$ cat config.mk
export PLATFORM = sky130hd
export DESIGN_NAME = oas_decoder
export DESIGN_NICKNAME = d
export VERILOG_FILES = /design/src/oas_pkg.sv /design/src/oas_size_sel.sv /design/src/oas_reg_chk.sv /design/src/oas_decoder.sv
export SDC_FILE = /design/constraint.sdc
export NUM_CORES = 1
export LEC_CHECK = 0
export BUFFER_PORTS_ARGS = -buffer_cell sky130_fd_sc_hd__buf_2
export CAP_MARGIN = 10
export CELL_PAD_IN_SITES_DETAIL_PLACEMENT = 1
export CELL_PAD_IN_SITES_GLOBAL_PLACEMENT = 2
export CORE_AREA = 10 10 266 192
export CTS_BUF_LIST = sky130_fd_sc_hd__clkbuf_2
export CTS_CLUSTER_DIAMETER = 60
export DETAILED_ROUTE_END_ITERATION = 8
export DIE_AREA = 0 0 276 202
export HOLD_SLACK_MARGIN = 0.15
export PLACE_DENSITY = 0.85
export SLEW_MARGIN = 20
export SYNTH_ARGS = -nofsm -noshare
export SYNTH_HDL_FRONTEND = slang
export SYNTH_SLANG_ARGS = --single-unit
$ cat constraint.sdc
create_clock -name clk_i -period 13.95 [get_ports clk_i]
set_clock_uncertainty 0.15 [all_clocks]
set_input_delay 1.395 -clock clk_i [delete_from_list [all_inputs] [get_ports clk_i]]
set_output_delay 1.395 -clock clk_i [all_outputs]
set_load 0.01 [all_outputs]
$ cat src/oas_pkg.sv
package oas_pkg;
    // ==========================================
    // modes, sizes and operand kinds
    typedef enum logic [2:0] {
        OAS_REAL,
        OAS_V86,
        OAS_SYS_MGMT,
        OAS_PROT,
        OAS_COMPAT,
        OAS_LONG
    } oas_mode_e;
    typedef enum logic [1:0] {OAS_SZ16, OAS_SZ32, OAS_SZ64} oas_size_e;
    typedef enum logic [1:0] {OAS_OP_ARITH, OAS_OP_DIV, OAS_OP_OTHER} oas_op_e;
    typedef enum logic [1:0] {
        OAS_DST_REG,
        OAS_DST_MEM,
        OAS_DST_IO,
        OAS_DST_IMM
    } oas_dst_e;
    typedef enum logic [1:0] {OAS_RC_GPR, OAS_RC_VEC, OAS_RC_CTL} oas_rc_e;

    // ==========================================
    // front end to decoder
    typedef struct packed {
        logic        p66;
        logic        p67;
        logic        ext_pres;
        logic [3:0]  ext_pfx;
        logic        mand_pfx;
        logic [3:0]  len;
        logic        ip_rel;
        logic [31:0] disp;
        logic        imm_pres;
        logic [63:0] imm;
        oas_op_e     op;
        oas_dst_e    dst;
        oas_rc_e     rcls;
        logic [3:0]  reg_idx;
        logic        byte_op;
        logic        pair_op;
    } oas_instr_s;

    // decoder to execution datapath
    typedef struct packed {
        oas_size_e   op_size;
        oas_size_e   addr_size;
        logic [7:0]  op_bits;
        logic [63:0] ea;
        logic [63:0] next_ip;
        logic        byte_high;
        logic [3:0]  pair_hi;
        logic [3:0]  pair_lo;
        logic [7:0]  pair_bits;
        logic        err_imm;
        logic        err_dst;
        logic        err_reg;
    } oas_dec_s;

    // ==========================================
    // register map and fields
    localparam logic [7:0]  OAS_CTRL_ADR  = 8'h00;
    localparam logic [7:0]  OAS_NIPL_ADR  = 8'h04;
    localparam logic [7:0]  OAS_NIPH_ADR  = 8'h08;
    localparam logic [7:0]  OAS_STAT_ADR  = 8'h0C;
    localparam int          OAS_DFLAG_BIT = 3;
    localparam int          OAS_ST_OPSZ   = 0;
    localparam int          OAS_ST_ADSZ   = 2;
    localparam int          OAS_ST_P66    = 4;
    localparam int          OAS_ST_P67    = 5;
    localparam int          OAS_ST_W      = 6;
    localparam int          OAS_ST_ERR    = 7;
    localparam int          OAS_ST_VALID  = 8;
    localparam logic [63:0] OAS_NIP_RST   = 64'h0;

    // ==========================================
    // prefix fields, limits, widths, register sets
    localparam int          OAS_EXT_W    = 3;
    localparam logic [63:0] OAS_IMM_MAX  = 64'h0000_0000_FFFF_FFFF;
    localparam logic [63:0] OAS_MASK16   = 64'h0000_0000_0000_FFFF;
    localparam logic [63:0] OAS_MASK32   = 64'h0000_0000_FFFF_FFFF;
    localparam logic [63:0] OAS_MASK64   = 64'hFFFF_FFFF_FFFF_FFFF;
    localparam logic [3:0]  OAS_PAIR_HI  = 4'h2;
    localparam logic [3:0]  OAS_PAIR_LO  = 4'h0;
    localparam logic [7:0]  OAS_W8       = 8'h08;
    localparam logic [7:0]  OAS_W16      = 8'h10;
    localparam logic [7:0]  OAS_W32      = 8'h20;
    localparam logic [7:0]  OAS_W64      = 8'h40;
    localparam logic [7:0]  OAS_W128     = 8'h80;
    localparam logic [15:0] OAS_CR_LEG   = 16'h001D;
    localparam logic [15:0] OAS_CR_LONG  = 16'h011D;
endpackage

$ cat src/oas_size_sel.sv
module oas_size_sel
    import oas_pkg::*;
(
    input  wire oas_mode_e mode_i,
    input  wire logic      dflag_i,
    input  wire logic      p66_i,
    input  wire logic      p67_i,
    input  wire logic      wide_i,
    input  wire logic      mand_i,
    output oas_size_e      op_size_o,
    output oas_size_e      addr_size_o
);
    logic opt;

    // mandatory 66 byte is an opcode extension, not a size override
    assign opt = p66_i && !mand_i;

    always_comb begin
        unique case (mode_i)
            OAS_LONG: begin
                addr_size_o = p67_i ? OAS_SZ32 : OAS_SZ64;
                if (wide_i) begin
                    op_size_o = OAS_SZ64;
                end else if (opt) begin
                    op_size_o = OAS_SZ16;
                end else begin
                    op_size_o = OAS_SZ32;
                end
            end
            OAS_PROT, OAS_COMPAT: begin
                op_size_o   = (dflag_i ^ opt) ? OAS_SZ32 : OAS_SZ16;
                addr_size_o = (dflag_i ^ p67_i) ? OAS_SZ32 : OAS_SZ16;
            end
            OAS_REAL, OAS_V86, OAS_SYS_MGMT: begin
                op_size_o   = opt ? OAS_SZ32 : OAS_SZ16;
                addr_size_o = p67_i ? OAS_SZ32 : OAS_SZ16;
            end
            default: begin
                op_size_o   = OAS_SZ16;
                addr_size_o = OAS_SZ16;
            end
        endcase
    end
endmodule

$ cat src/oas_reg_chk.sv
module oas_reg_chk
    import oas_pkg::*;
(
    input  wire logic       long_i,
    input  wire logic       ext_i,
    input  wire logic       byte_i,
    input  wire oas_rc_e    rcls_i,
    input  wire logic [3:0] idx_i,
    output logic            legal_o,
    output logic            byte_high_o
);
    always_comb begin
        byte_high_o = 1'b0;
        unique case (rcls_i)
            OAS_RC_GPR: begin
                // extended set only with the extension prefix
                legal_o = !idx_i[3] || (long_i && ext_i);
                // slots 4..7 are high bytes unless the prefix is present
                byte_high_o = byte_i && idx_i[2] && !idx_i[3]
                              && !(long_i && ext_i);
            end
            OAS_RC_VEC: begin
                legal_o = !idx_i[3] || long_i;
            end
            OAS_RC_CTL: begin
                legal_o = long_i ? OAS_CR_LONG[idx_i]
                                 : OAS_CR_LEG[idx_i];
            end
            default: begin
                legal_o = 1'b0;
            end
        endcase
    end
endmodule

$ cat src/oas_decoder.sv
// The implementer's own choices: the Wishbone slave port and the placing of the registers.
module oas_decoder
    import oas_pkg::*;
(
    input  wire logic        clk_i,
    input  wire logic        rst_i,
    input  wire logic        wb_cyc_i,
    input  wire logic        wb_stb_i,
    input  wire logic        wb_we_i,
    input  wire logic [7:0]  wb_adr_i,
    input  wire logic [3:0]  wb_sel_i,
    input  wire logic [31:0] wb_dat_i,
    output logic      [31:0] wb_dat_o,
    output logic             wb_ack_o,
    input  wire logic        in_valid_i,
    input  wire oas_instr_s  in_instr_i,
    output logic             in_ready_o,
    output logic             out_valid_o,
    output oas_dec_s         out_dec_o,
    input  wire logic        out_ready_i
);
    // ==========================================
    // state
    oas_mode_e   mode;
    logic        dflag;
    logic [63:0] nip;
    logic        lat_66;
    logic        lat_67;
    logic        lat_w;
    oas_dec_s    dec;
    logic        dec_valid;

    // ==========================================
    // handshake
    logic        acc;
    logic        bnd;
    logic        wb_req;
    logic        wb_wr;

    assign in_ready_o  = !dec_valid || out_ready_i;
    assign acc         = in_valid_i && in_ready_o;
    assign bnd         = dec_valid && out_ready_i;
    assign out_valid_o = dec_valid;
    assign out_dec_o   = dec;
    assign wb_req      = wb_cyc_i && wb_stb_i && !wb_ack_o;
    assign wb_wr       = wb_req && wb_we_i;

    // ==========================================
    // prefix decode
    logic        is_long;
    logic        ext_on;
    logic        wide;

    assign is_long = (mode == OAS_LONG);
    // extension prefix only exists in long mode
    assign ext_on  = is_long && in_instr_i.ext_pres;
    assign wide    = ext_on && in_instr_i.ext_pfx[OAS_EXT_W];

    oas_size_e   op_sz;
    oas_size_e   ad_sz;
    oas_size_e   dflt_op;
    oas_size_e   dflt_ad;

    oas_size_sel u_eff (
        .mode_i      (mode),
        .dflag_i     (dflag),
        .p66_i       (in_instr_i.p66),
        .p67_i       (in_instr_i.p67),
        .wide_i      (wide),
        .mand_i      (in_instr_i.mand_pfx),
        .op_size_o   (op_sz),
        .addr_size_o (ad_sz)
    );

    // code segment defaults, no prefix applied
    oas_size_sel u_dflt (
        .mode_i      (mode),
        .dflag_i     (dflag),
        .p66_i       (1'b0),
        .p67_i       (1'b0),
        .wide_i      (1'b0),
        .mand_i      (1'b0),
        .op_size_o   (dflt_op),
        .addr_size_o (dflt_ad)
    );

    logic        reg_ok;
    logic        byte_hi;

    oas_reg_chk u_reg (
        .long_i      (is_long),
        .ext_i       (ext_on),
        .byte_i      (in_instr_i.byte_op),
        .rcls_i      (in_instr_i.rcls),
        .idx_i       (in_instr_i.reg_idx),
        .legal_o     (reg_ok),
        .byte_high_o (byte_hi)
    );

    // ==========================================
    // address and width arithmetic
    logic [63:0] ip_mask;
    logic [63:0] ad_mask;
    logic [63:0] disp_x;
    logic [63:0] next_ip;
    logic [63:0] ea;
    logic [7:0]  full_bits;

    always_comb begin
        unique case (dflt_ad)
            OAS_SZ16: ip_mask = OAS_MASK16;
            OAS_SZ32: ip_mask = OAS_MASK32;
            OAS_SZ64: ip_mask = OAS_MASK64;
            default:  ip_mask = OAS_MASK16;
        endcase
        unique case (ad_sz)
            OAS_SZ16: ad_mask = OAS_MASK16;
            OAS_SZ32: ad_mask = OAS_MASK32;
            OAS_SZ64: ad_mask = OAS_MASK64;
            default:  ad_mask = OAS_MASK16;
        endcase
        unique case (op_sz)
            OAS_SZ16: full_bits = OAS_W16;
            OAS_SZ32: full_bits = OAS_W32;
            OAS_SZ64: full_bits = OAS_W64;
            default:  full_bits = OAS_W16;
        endcase
    end

    assign disp_x  = {{32{in_instr_i.disp[31]}}, in_instr_i.disp};
    assign next_ip = (nip + {60'h0, in_instr_i.len}) & ip_mask;
    // pointer-relative form uses the following instruction's address
    assign ea = (is_long && in_instr_i.ip_rel)
              ? next_ip + disp_x
              : disp_x & ad_mask;

    // ==========================================
    // decode result register
    always_ff @(posedge clk_i) begin
        if (rst_i) begin
            dec_valid <= 1'b0;
        end else if (acc) begin
            dec_valid <= 1'b1;
        end else if (bnd) begin
            dec_valid <= 1'b0;
        end
    end

    always_ff @(posedge clk_i) begin
        if (rst_i) begin
            dec <= '0;
        end else if (acc) begin
            dec.op_size   <= op_sz;
            dec.addr_size <= ad_sz;
            dec.op_bits   <= in_instr_i.byte_op ? OAS_W8
                                                : full_bits;
            dec.ea        <= ea;
            dec.next_ip   <= next_ip;
            dec.byte_high <= byte_hi;
            dec.pair_hi   <= OAS_PAIR_HI;
            dec.pair_lo   <= OAS_PAIR_LO;
            dec.pair_bits <= !in_instr_i.pair_op ? 8'h00
                           : (op_sz == OAS_SZ64) ? OAS_W128
                           : (op_sz == OAS_SZ32) ? OAS_W64
                           : OAS_W32;
            dec.err_imm   <= in_instr_i.imm_pres
                             && (in_instr_i.op == OAS_OP_DIV
                             || in_instr_i.imm > OAS_IMM_MAX);
            dec.err_dst   <= in_instr_i.dst == OAS_DST_IMM;
            dec.err_reg   <= !reg_ok;
        end
    end

    // ==========================================
    // per instruction prefix latches
    always_ff @(posedge clk_i) begin
        if (rst_i) begin
            lat_66 <= 1'b0;
            lat_67 <= 1'b0;
            lat_w  <= 1'b0;
        end else if (acc) begin
            lat_66 <= in_instr_i.p66;
            lat_67 <= in_instr_i.p67;
            lat_w  <= wide;
        end else if (bnd) begin
            // nothing carries into the next instruction
            lat_66 <= 1'b0;
            lat_67 <= 1'b0;
            lat_w  <= 1'b0;
        end
    end

    // ==========================================
    // control register and instruction pointer
    always_ff @(posedge clk_i) begin
        if (rst_i) begin
            mode  <= OAS_REAL;
            dflag <= 1'b0;
        end else if (wb_wr && wb_adr_i == OAS_CTRL_ADR && wb_sel_i[0]) begin
            mode  <= oas_mode_e'(wb_dat_i[2:0]);
            dflag <= wb_dat_i[OAS_DFLAG_BIT];
        end
    end

    always_ff @(posedge clk_i) begin
        if (rst_i) begin
            nip <= OAS_NIP_RST;
        end else if (wb_wr && wb_adr_i == OAS_NIPL_ADR) begin
            for (int b = 0; b < 4; b++) begin
                if (wb_sel_i[b]) begin
                    nip[8*b +: 8] <= wb_dat_i[8*b +: 8];
                end
            end
        end else if (wb_wr && wb_adr_i == OAS_NIPH_ADR) begin
            for (int b = 0; b < 4; b++) begin
                if (wb_sel_i[b]) begin
                    nip[32 + 8*b +: 8] <= wb_dat_i[8*b +: 8];
                end
            end
        end else if (acc) begin
            nip <= next_ip;
        end
    end

    // ==========================================
    // bus read path
    logic [31:0] rd_mux;

    always_comb begin
        rd_mux = 32'h0;
        unique case (wb_adr_i)
            OAS_CTRL_ADR: begin
                rd_mux[2:0]           = mode;
                rd_mux[OAS_DFLAG_BIT] = dflag;
            end
            OAS_NIPL_ADR: rd_mux = nip[31:0];
            OAS_NIPH_ADR: rd_mux = nip[63:32];
            OAS_STAT_ADR: begin
                rd_mux[OAS_ST_OPSZ +: 2] = dec.op_size;
                rd_mux[OAS_ST_ADSZ +: 2] = dec.addr_size;
                rd_mux[OAS_ST_P66]       = lat_66;
                rd_mux[OAS_ST_P67]       = lat_67;
                rd_mux[OAS_ST_W]         = lat_w;
                rd_mux[OAS_ST_ERR]       = dec.err_imm || dec.err_dst
                                           || dec.err_reg;
                rd_mux[OAS_ST_VALID]     = dec_valid;
            end
            default: rd_mux = 32'h0;
        endcase
    end

    always_ff @(posedge clk_i) begin
        if (rst_i) begin
            wb_ack_o <= 1'b0;
            wb_dat_o <= 32'h0;
        end else begin
            wb_ack_o <= wb_req;
            wb_dat_o <= (wb_req && !wb_we_i) ? rd_mux : 32'h0;
        end
    end

    logic        no_nip_wr;
    assign no_nip_wr = !(wb_wr && (wb_adr_i == OAS_NIPL_ADR
                                || wb_adr_i == OAS_NIPH_ADR));
endmodule

== Yosys cells after proc, flatten, opt, wreduce, memory -nomap -nowiden ==
Memories as Yosys holds them, arrays and structs flattened.
Cells that the tools add are included.

* Add/subtract/negate cells: 2
* Multiplexer cells: 40
* Bitwise logic cells: 6
* Order comparisons: 2
* Reduce and logical (&&, ||, !) cells: 49
* Equality and inequality tests: 27

{| class="wikitable"
|+ Operators by type and width
! kind !! count
|-
| 64-bit one-hot mux with 2 select lines || 2
|-
| 64-bit AND || 2
|-
| 64-bit two-way mux || 2
|-
| 32-bit two-way mux || 3
|-
| 64-bit by 4-bit adder with 64-bit output || 1
|-
| 64-bit adder || 1
|-
| 64-bit by 32-bit greater-than comparator with 1-bit output, second input constant || 1
|-
| 8-bit two-way mux || 7
|-
| 23-bit one-hot mux with 2 select lines || 1
|-
| 3-bit AND reduction || 8
|-
| 1-bit logical AND || 19
|-
| 2-bit != test, second input constant || 9
|-
| 8-bit by 4-bit == test with 1-bit output, second input constant || 2
|-
| 4-bit one-hot mux with 4 select lines || 1
|-
| 1-bit two-way mux || 15
|-
| 5-bit one-hot mux with 3 select lines || 1
|-
| 7-bit one-hot mux with 2 select lines || 1
|-
| 2-bit one-hot mux with 3 select lines || 2
|-
| 2-bit by 1-bit == test with 1-bit output, second input constant || 5
|-
| 2-bit == test, second input constant || 5
|-
| 8-bit by 3-bit == test with 1-bit output, second input constant || 1
|-
| 8-bit logical NOT || 1
|-
| 1-bit logical NOT || 7
|-
| 7-bit two-way mux || 1
|-
| other kinds (15) || 28
|}

* Bits in registers: 258
* Bits in read-only memories: 32
* Memories: 2
* Word-level logic and storage cells: 155

{| class="wikitable"
|+ Memory list
! name !! words !! width !! read ports !! clocked after Yosys merged registers in !! wr ports !! RTL line !! text
|-
| (no name shown) || 16 || 1 || 1 || 0 || 0 || oas_reg_chk.sv:26 || <nowiki>legal_o = long_i ? OAS_CR_LONG[idx_i]</nowiki>
|-
| (no name shown) || 16 || 1 || 1 || 0 || 0 || oas_reg_chk.sv:27 || <nowiki>: OAS_CR_LEG[idx_i];</nowiki>
|}

== Logic depth before layout (Yosys ltp) ==
Gate-level depths: netlist (run 1).

* Depth in word-level cells: 9
* Mapped depth: 25
* Gate-level depth less buffers: 24

== Hierarchy ==
From an unflattened synthesis (run 1), not the netlist that was laid out.

* Cells, all modules: 2127
* Area total of the unflattened synthesis: 15884.0 µm²

{| class="wikitable"
|+ Modules (own cells, without submodules)
! module !! area each (µm²) !! cells each !! times used !! sequential area each (µm²)
|-
| oas_decoder || 15486.1 || 2073 || 1 || 4984.8
|-
| oas_size_sel || 157.7 || 23 || 2 || 0.0
|-
| oas_reg_chk || 82.6 || 8 || 1 || 0.0
|}

== Least setup slack after synthesis (run 1) ==
Ideal clock, no wire load.

* Path type: in2reg
* Start point: input in_instr_i[110] in the netlist's numbering
* End point: register dec, in the netlist out_dec_o[143]
* Stages on the path: 22
* Setup time: 69 ps
* Data arrival time: 5838 ps
* Path slack: 7893 ps
* Buffers on the path: 1
* Path through: ha_1 inv_1 fa_1 nor2b_1 o21ai_0 a2111oi_4 and2b_1 nand2_1 nor2_1 nand4_1 xnor2_1 and2_1 ha_1 clkbuf_1 nand2_1 nor2_1 nand3_1 o41a_1 o31a_1 o31a_1 xor2_1 o21ai_1

* Longest elaborated chain between the ends: 4

{| class="wikitable"
|+ RTL lines
! what !! RTL line !! text
|-
| from (decl) || oas_decoder.sv:16 || <nowiki>input wire oas_instr_s in_instr_i,</nowiki>
|-
| 64-bit by 4-bit adder with 64-bit output || oas_decoder.sv:131 || <nowiki>assign next_ip = (nip + {60'h0, in_instr_i.len}) & ip_mask;</nowiki>
|-
| 64-bit AND || oas_decoder.sv:131 ||
|-
| via next_ip[40] || oas_decoder.sv:105 || <nowiki>logic [63:0] next_ip;</nowiki>
|-
| 64-bit adder || oas_decoder.sv:134 || <nowiki>? next_ip + disp_x</nowiki>
|-
| 64-bit two-way mux || oas_decoder.sv:134 ||
|-
| to (decl) || oas_decoder.sv:30 || <nowiki>oas_dec_s dec;</nowiki>
|}

The timed path passes the listed nets, and every way through them passes these cells.
A chain may end at the register's enable or synchronous reset.

== Final worst setup path (run 1) ==
* Start point: input in_instr_i[110] in the netlist's numbering
* End point: register dec, in the netlist out_dec_o[144]

The elaborated chain is that of the path after synthesis.

==> summary.txt, run 1 <==
Power
  – Max VDD drop: 0.04223 mV
  – Power Dens Cells: 88.27 nW/um^2
  – Leak pwr: 7.869 nW

Synthesis
  – Top_reg_cell synth: dfxtp_1
  – Synth top area share: 32.25%
  – Ys Warns: 0
  – Sequential-to-total area share from yosys stat: 32.25%
  – Syn avg cell area: 7.481 sq um
  – Synth Cell Area: 15,460 sq um
  – Unique masters post-synth: 78
  – EDFF count, synth: 0
  – Synth async-reset ratio: 0%
  – Synth top area cells: dfxtp_1, nand2_1, a21oi_1, nor2_1, ha_1
  – Synth Instances: 2,066
  – Cell taking the most area after synthesis: dfxtp_1
  – Flops & latches, synth: 249

Clock tree
  – CTS root buffer: clkbuf_2
  – CTS clk-pin slew, worst paths: 100 ps
  – Hold Buf Count CTS: 0
  – CTS tree: built
  – Cts bufs inserted: 69
  – Cts repair resizes: 0
  – Worst-Skew Late Latency: 1080 ps
  – Max Buffers Root-to-Sink: 3
  – Post-CTS setup buffers: 0
  – Clock tree sinks: 249
  – H-Tree Depth: 3

Route
  – DRC: 0
  – Drt first pass iters: 5
  – Routed wire per std cell: 23.28 um
  – Final wirelength: 69,710 um
  – 1st-iter DRT viols: 1,265
  – ANT nets after route: 0
  – Vias/cell: 5.584
  – Vias: 16.72k

Cells and area
  – Leading cell type in the layout, fill and taps excluded: nand2_1
  – Final design area excluding fillers: 18,050 sq um
  – Filler cells: 5,830
  – NumNets Final: 2,575
  – Commonest non-fill, non-tap cells in the layout: nand2_1, buf_2, nor2_1, dfxtp_1, a21oi_1
  – Layout cell share with drive strength beyond 1: 20.25%
  – Area grow syn2layout: 16.77%

Setup path
  – Crit-path max FO: 7
  – Startpoint types: input pin
  – WP data required: 14,750 ps
  – CP endpoint kind: register
  – Critical path class: input pin to register
  – CP arrival: 7820 ps

Global routing
  – Largest net degree at the start of global routing: 88
  – GR Util met2: 35.41%
  – GRT met3 Usage: 6.221%
  – GRT overflow: 0
  – Number of global-route vias before repair: 16.57k
  – Initial antenna violation count: 7
  – GR Util met1: 33.33%
  – Layer with the highest usage: met2
  – GR Util All Layers: 23.83%
  – First-pass GRT wire length: 104,500 um

Timing
  – Final Setup Violations: 0
  – RSZ-0062 raised after global routing: no
  – Max_slew headroom: 27.94%
  – Max Clk Rate: 142.5 MHz
  – Final worst path period share: 50.31%
  – Post-route minimum period: 7019 ps
  – Setup TNS: 0 ps
  – Worst Tran Pin Value: 1078 ps
  – Final Hold Fails: 0
  – Slew Limit Fails: 0

Floorplanning
  – Top-Level Pins: 368
  – Core area: 45,910 sq um
  – Die Ht: 202 um
  – Die footprint: 55,750 sq um
  – Starting Density: 33.66%
  – Die Wd: 276 um
  – Rows: 66

Placement
  – Placed Area: 17,370 sq um
  – DP HPWL: 54,120 um
  – Placer Congestion: 0.9325
  – I/O Buffers: 316

Job
  – Max-cap violations: 0

Worst hold path
  – Hold WC Path Type: register to register

Status
  – Status: finished clean
==> sequential cells by signal (all words and copies together), names as in the netlist <==
name	count
dflag	1
out_dec_o	144
nip	64
mode	3
lat_w	1
wb_dat_o	32
lat_66	1
lat_67	1
out_valid_o	1
wb_ack_o	1
==> power by group <==
part / switching [mW] / internal [mW] / leakage (nW) / total, mW
clock: 0.350 / 0.237 / 0.473 / 0.587
sequential: 0.0216 / 0.736 / 2.03 / 0.757
combinational: 0.162 / 0.0876 / 5.37 / 0.249
==> synth_stat cells (10+ instances only) <==
cell type / count
nand2_1: 319
nor2_1: 256
dfxtp_1: 249
a21oi_1: 207
clkbuf_1: 126
o21ai_0: 81
ha_1: 72
xnor2_1: 69
a21o_1: 57
xor2_1: 50
nand3_1: 48
a311oi_1: 47
nor3_1: 45
a22oi_1: 44
a211oi_1: 37
inv_1: 36
nand4_1: 35
and2_1: 33
and3_1: 16
buf_4: 16
nor4_1: 15
o21bai_1: 14
nor2b_1: 12
buf_2: 11
nor3b_1: 11
a31oi_1: 10
o21a_1: 10
==> kinds of logic after synthesis <==
logic type / count (synthesis) / synth area share [%]
AOI/OAI and AO/OA: 584 / 24.86
xor gates and xnor gates: 119 / 6.743
adders and majority gates: 74 / 6.088
buffers and inverters: 197 / 5.262
DFF: 249 / 32.25
muxes: 11 / 0.7691
other: 1 / 0.02426
and+or+nand+nor: 831 / 24.00
==> critical path: stages <==
cell       delay [ps]
buf_2              80
ha_1              180
inv_1              60
fa_1              410
nor2b_1           120
o21ai_0           250
a2111oi_4         650
and2b_1           280
nand2_1           160
nor2_1            410
and3_1            290
xor2_1            150
and2_1            270
ha_1              380
nand2_1           130
o21bai_1          110
a221o_1           350
a31oi_1           470
o21ai_0           180
a21oi_1           440
o21ai_0           230
a211oi_1          280
a21oi_1           160
xor2_1            200
o2bb2ai_1         150
==> per-stage QoR <==
| step | setup WS, ps | total power [mW] | util [%] | cells | hold slack, ps |
|---|---|---|---|---|---|
| 6_report | 6931 | 1.593 | 39.31 | 2995 | 305.7 |
| 5_1_grt | 6637 | 1.680 | 39.30 | 2993 | 326.5 |
| 4_1_cts | 7167 | 1.612 | 39.22 | 2987 | 307.9 |
| 3_5_place_dp | 6110 | 1.019 | 37.82 | 2869 | 294.0 |
| 3_3_place_gp | 6270 | 1.010 | 37.82 | 2869 | 288.5 |
| 2_1_floorplan | 7893 | 0.9191 | - | 2081 | 301.0 |
==> path summary, 6_finish.rpt <==
path              depth (start not counted)             end       startpoint  slack, ps
setup reg to reg                         24  out_dec_o[144]           nip[0]       6940
hold / removal                            2   out_dec_o[50]    out_dec_o[50]        310
hold reg to reg                           2   out_dec_o[50]    out_dec_o[50]        310
setup / recovery                         25  out_dec_o[144]  in_instr_i[110]       6930
==> per-layer routing <==
metal  routed length [um]  vias to the layer above
li1                     -                     7865
met1                33280                     8231
met5                   33                        -
met3                 4971                      106
met2                29890                      518
met4                 1535                        4
==> cell type report <==
cell class                 instances  area [sq um]  area share, %
timing repair buffer             337          1745          9.671
clock buffer                      94         470.5          2.607
clock inverter                    24         171.4         0.9497
multi-input combinational       1635          9756          54.05
sequential                       249          4985          27.62
tap                              612         765.7          4.243
antenna                            8         20.02         0.1109
inverter                          36         135.1         0.7487
Power figures use the tool's default switching activity.
==> run 2: changes to the inputs <==
--- a/config.mk
+++ b/config.mk
@@ -5,17 +5,18 @@
 export SDC_FILE = /design/constraint.sdc
 export NUM_CORES = 1
 export LEC_CHECK = 0
+export ABC_AREA = 1
 export BUFFER_PORTS_ARGS = -buffer_cell sky130_fd_sc_hd__buf_2
 export CAP_MARGIN = 10
 export CELL_PAD_IN_SITES_DETAIL_PLACEMENT = 1
 export CELL_PAD_IN_SITES_GLOBAL_PLACEMENT = 2
-export CORE_AREA = 10 10 266 192
+export CORE_AREA = 10 10 301 216
 export CTS_BUF_LIST = sky130_fd_sc_hd__clkbuf_2
 export CTS_CLUSTER_DIAMETER = 60
 export DETAILED_ROUTE_END_ITERATION = 8
-export DIE_AREA = 0 0 276 202
+export DIE_AREA = 0 0 311 226
 export HOLD_SLACK_MARGIN = 0.15
-export PLACE_DENSITY = 0.85
+export PLACE_DENSITY = 0.8
 export SLEW_MARGIN = 20
 export SYNTH_ARGS = -nofsm -noshare
 export SYNTH_HDL_FRONTEND = slang
==> constraint.sdc (replaced) <==
create_clock -name clk_i -period 7.1 [get_ports clk_i]
set_clock_uncertainty 0.15 [all_clocks]
set_input_delay 0.71 -clock clk_i [delete_from_list [all_inputs] [get_ports clk_i]]
set_output_delay 0.71 -clock clk_i [all_outputs]
set_load 0.01 [all_outputs]
==> run 2 against run 1 <==
Die area is 26% higher; sequential share of layout area is 5.0 points lower; largest cell class unchanged; area after synthesis is 14% higher; global-route usage is 4.1 points higher; critical path depth is 8 lower; flip-flop and latch count stayed put; clock power is 100% higher; final cell count is 40% higher; highest routed layer is now met4; critical endpoint is now nip[15]; worst setup slack worse by 5500 ps; synthesized cell count is 39% higher.
==> summary.txt, run 2 <==
Timing
  – Worst Tran Pin Value: 1142 ps
  – Setup TNS: 0 ps
  – Max Clk Rate: 177.2 MHz
  – Max_slew headroom: 23.87%
  – RSZ-0062 raised after global routing: no
  – Post-route minimum period: 5644 ps
  – Final Hold Fails: 0
  – Final Setup Violations: 0
  – Slew Limit Fails: 0
  – Final worst path period share: 79.50%

Cells and area
  – Max FFs per register: 144
  – Final core occ: 37.20%
  – Area grow syn2layout: 25.54%
  – Leading cell type in the layout, fill and taps excluded: nand2_1
  – Layout cell share with drive strength beyond 1: 14.83%
  – NumNets Final: 3,581
  – Commonest non-fill, non-tap cells in the layout: nand2_1, a21oi_1, inv_1, buf_2, nor2_1

Floorplanning
  – Rows: 75
  – Starting Density: 29.63%
  – Top-Level Pins: 368
  – Die Ht: 226 um
  – Die Wd: 311 um
  – Die footprint: 70,290 sq um
  – Core area: 59,310 sq um

Synthesis
  – Most frequent cell after synthesis: nand2_1
  – EDFF count, synth: 0
  – Synth Cell Area: 17,570 sq um
  – Synth Instances: 2,870
  – Sequential-to-total area share from yosys stat: 28.37%
  – Syn avg cell area: 6.123 sq um
  – Synth top area cells: dfxtp_1, nand2_1, a21oi_1, inv_1, o21ai_0
  – Synth async-reset ratio: 0%
  – Ys Warns: 0
  – Top_reg_cell synth: dfxtp_1
  – Cell taking the most area after synthesis: dfxtp_1
  – Commonest cells in the synthesized netlist: nand2_1, a21oi_1, inv_1
  – Flops & latches, synth: 249
  – Unique masters post-synth: 52
  – Synth top area share: 28.37%

Route
  – Routed wire per std cell: 24.47 um
  – 1st-iter DRT viols: 1,940
  – Final wirelength: 102,600 um
  – Drt first pass iters: 7
  – Vias/cell: 5.321
  – ANT nets after route: 0
  – DRC: 0
  – Vias: 22.32k

Setup path
  – Reg-to-reg endpoint: out_dec_o[136]
  – FF-to-FF setup slack: 1480 ps
  – Cells on worst reg2reg path: 20
  – CP peak stage delay: 650 ps
  – CP arrival: 6580 ps
  – Cell mode on critical path: dlygate4sd3_1
  – Reg2reg start: nip[13]
  – Startpoint types: input pin
  – Crit-path max FO: 25
  – Critical path class: input pin to register
  – WP data required: 8030 ps
  – CP max-delay cell: dlygate4sd3_1
  – CP cell instances: dlygate4sd3_1 > buf_2 > nor2_1 > dlygate4sd3_1 > nand2_1 > dlygate4sd3_1 > nor2_4 > nand2_4 > nor2_8 > inv_2 > a21oi_4 > inv_2 > o21ai_2 > a21oi_1 > dlygate4sd3_1 > a21oi_1 > dlygate4sd3_1
  – CP endpoint kind: register

Worst hold path
  – Hold WC Path Type: input pin to register
  – Worst hold stages: 5
  – Endpoint, Worst Hold: out_dec_o[22]
  – Worst Hold Launch: in_instr_i[112]

Clock tree
  – Worst-Skew Late Latency: 1140 ps
  – CTS root buffer: clkbuf_2
  – Max Buffers Root-to-Sink: 3
  – H-Tree Depth: 3
  – Post-CTS setup buffers: 0
  – CTS clk-pin slew, worst paths: 130 ps
  – Cts bufs inserted: 72
  – CTS tree: built
  – Clock tree sinks: 249

Power
  – Power Dens Cells: 158.9 nW/um^2
  – Leak pwr: 10.39 nW
  – Max VDD drop: 0.1009 mV

Global routing
  – Initial antenna violation count: 4
  – Number of global-route vias before repair: 22.15k
  – GR Util All Layers: 27.96%
  – GRT overflow: 0
  – First-pass GRT wire length: 148,500 um
  – Largest net degree at the start of global routing: 115

Status
  – Status: finished clean

Placement
  – DP HPWL: 81,020 um
  – Placer Congestion: 0.9854
  – I/O Buffers: 316

Job
  – Max-cap violations: 0
run 2: cell types whose count changed after synthesis, sizes merged, moves of 41 or more:
cell    before  now
nand2      319  672
inv         36  362
a21oi      210  387
o21ai       85  250
nand3       48  201
clkbuf     126   66
xnor2       69   13
a21o        57    4
a311oi      47    0
nor2       256  299
a22oi       44    3
run 2: where the power goes:
group	switching, mW	total [mW]	internal, mW
clock	0.738	1.18	0.441
sequential	0.0903	1.56	1.47
combinational	0.494	0.764	0.270
run 2: what timing repair did:
action | in CTS | in global routing
hold buffers | 154 | 0
hold endpoints to repair | 167 | 0
gates resized for setup | 0 | 0
setup endpoints to repair | 0 | 0
run 2: how the worst max path moves through the flow:
stage,start,end,slack [ps],cells past startpoint
after global routing,nip[0],out_dec_o[136],1230,26
final,wb_adr_i[5],nip[15],1460,17
after detailed placement,in_instr_i[110],out_dec_o[119],1560,28
after global placement,in_instr_i[110],out_dec_o[119],1640,26
after CTS,wb_adr_i[5],nip[15],1760,17
after floorplan,in_instr_i[110],out_dec_o[136],3060,27
run 2: layer usage:
layer | part of all wire [%] | track usage (%) | routed length [um] | vias up
li1 | - | - | - | 10450
met1 | 49 | 40.41 | 50000 | 10754
met2 | 39 | 39.23 | 40080 | 955
met3 | 9.5 | 7.782 | 9706 | 164
met4 | 2.8 | 8.455 | 2854 | 0
met5 | 0 | 0 | 0 | -
run 2: cells by family after synthesis:
logic type               after synthesis  synth area share, %
XOR/XNOR                              36                1.794
buffers and inverters                475                10.70
flip-flops                           249                28.37
adder cells (fa/ha/maj)               74                5.354
other                                  1              0.02134
AND/OR/NAND/NOR                     1305                31.51
AO/OA/AOI/OAI                        730                22.25
run 2: layout make-up:
cell class	instances	area (sq um)
Antenna cell	2	5.005
Clock buffer	107	535.5
Clock inverter	18	115.1
Fill cell	7955	37250
Inverter	363	1370
Multi-Input combinational cell	2161	10780
Sequential cell	249	4985
Tap cell	808	1011
Timing Repair Buffer	487	3264
run 2: through the flow:
stage | worst slack [ps] | total power, mW | area (sq um) | cells | hold WS [ps]
CTS | 1758 | 3.529 | 22050 | 4193 | 168.2
global placement | 1642 | 2.255 | 19850 | 3914 | 293.5
global route | 1230 | 3.689 | 22060 | 4195 | 217.5
floorplan | 3058 | 1.947 | 17630 | 2885 | 293.6
detailed placement | 1560 | 2.272 | 19850 | 3914 | 306.0
finish | 1456 | 3.505 | 22060 | 4195 | 283.1
run 2: worst max-delay path, delay by kind of cell:
family / cells / cell delay [ps]
AO/OA/AOI/OAI: 4 / 720
buffers and inverters: 8 / 3540
AND/OR/NAND/NOR: 5 / 1570
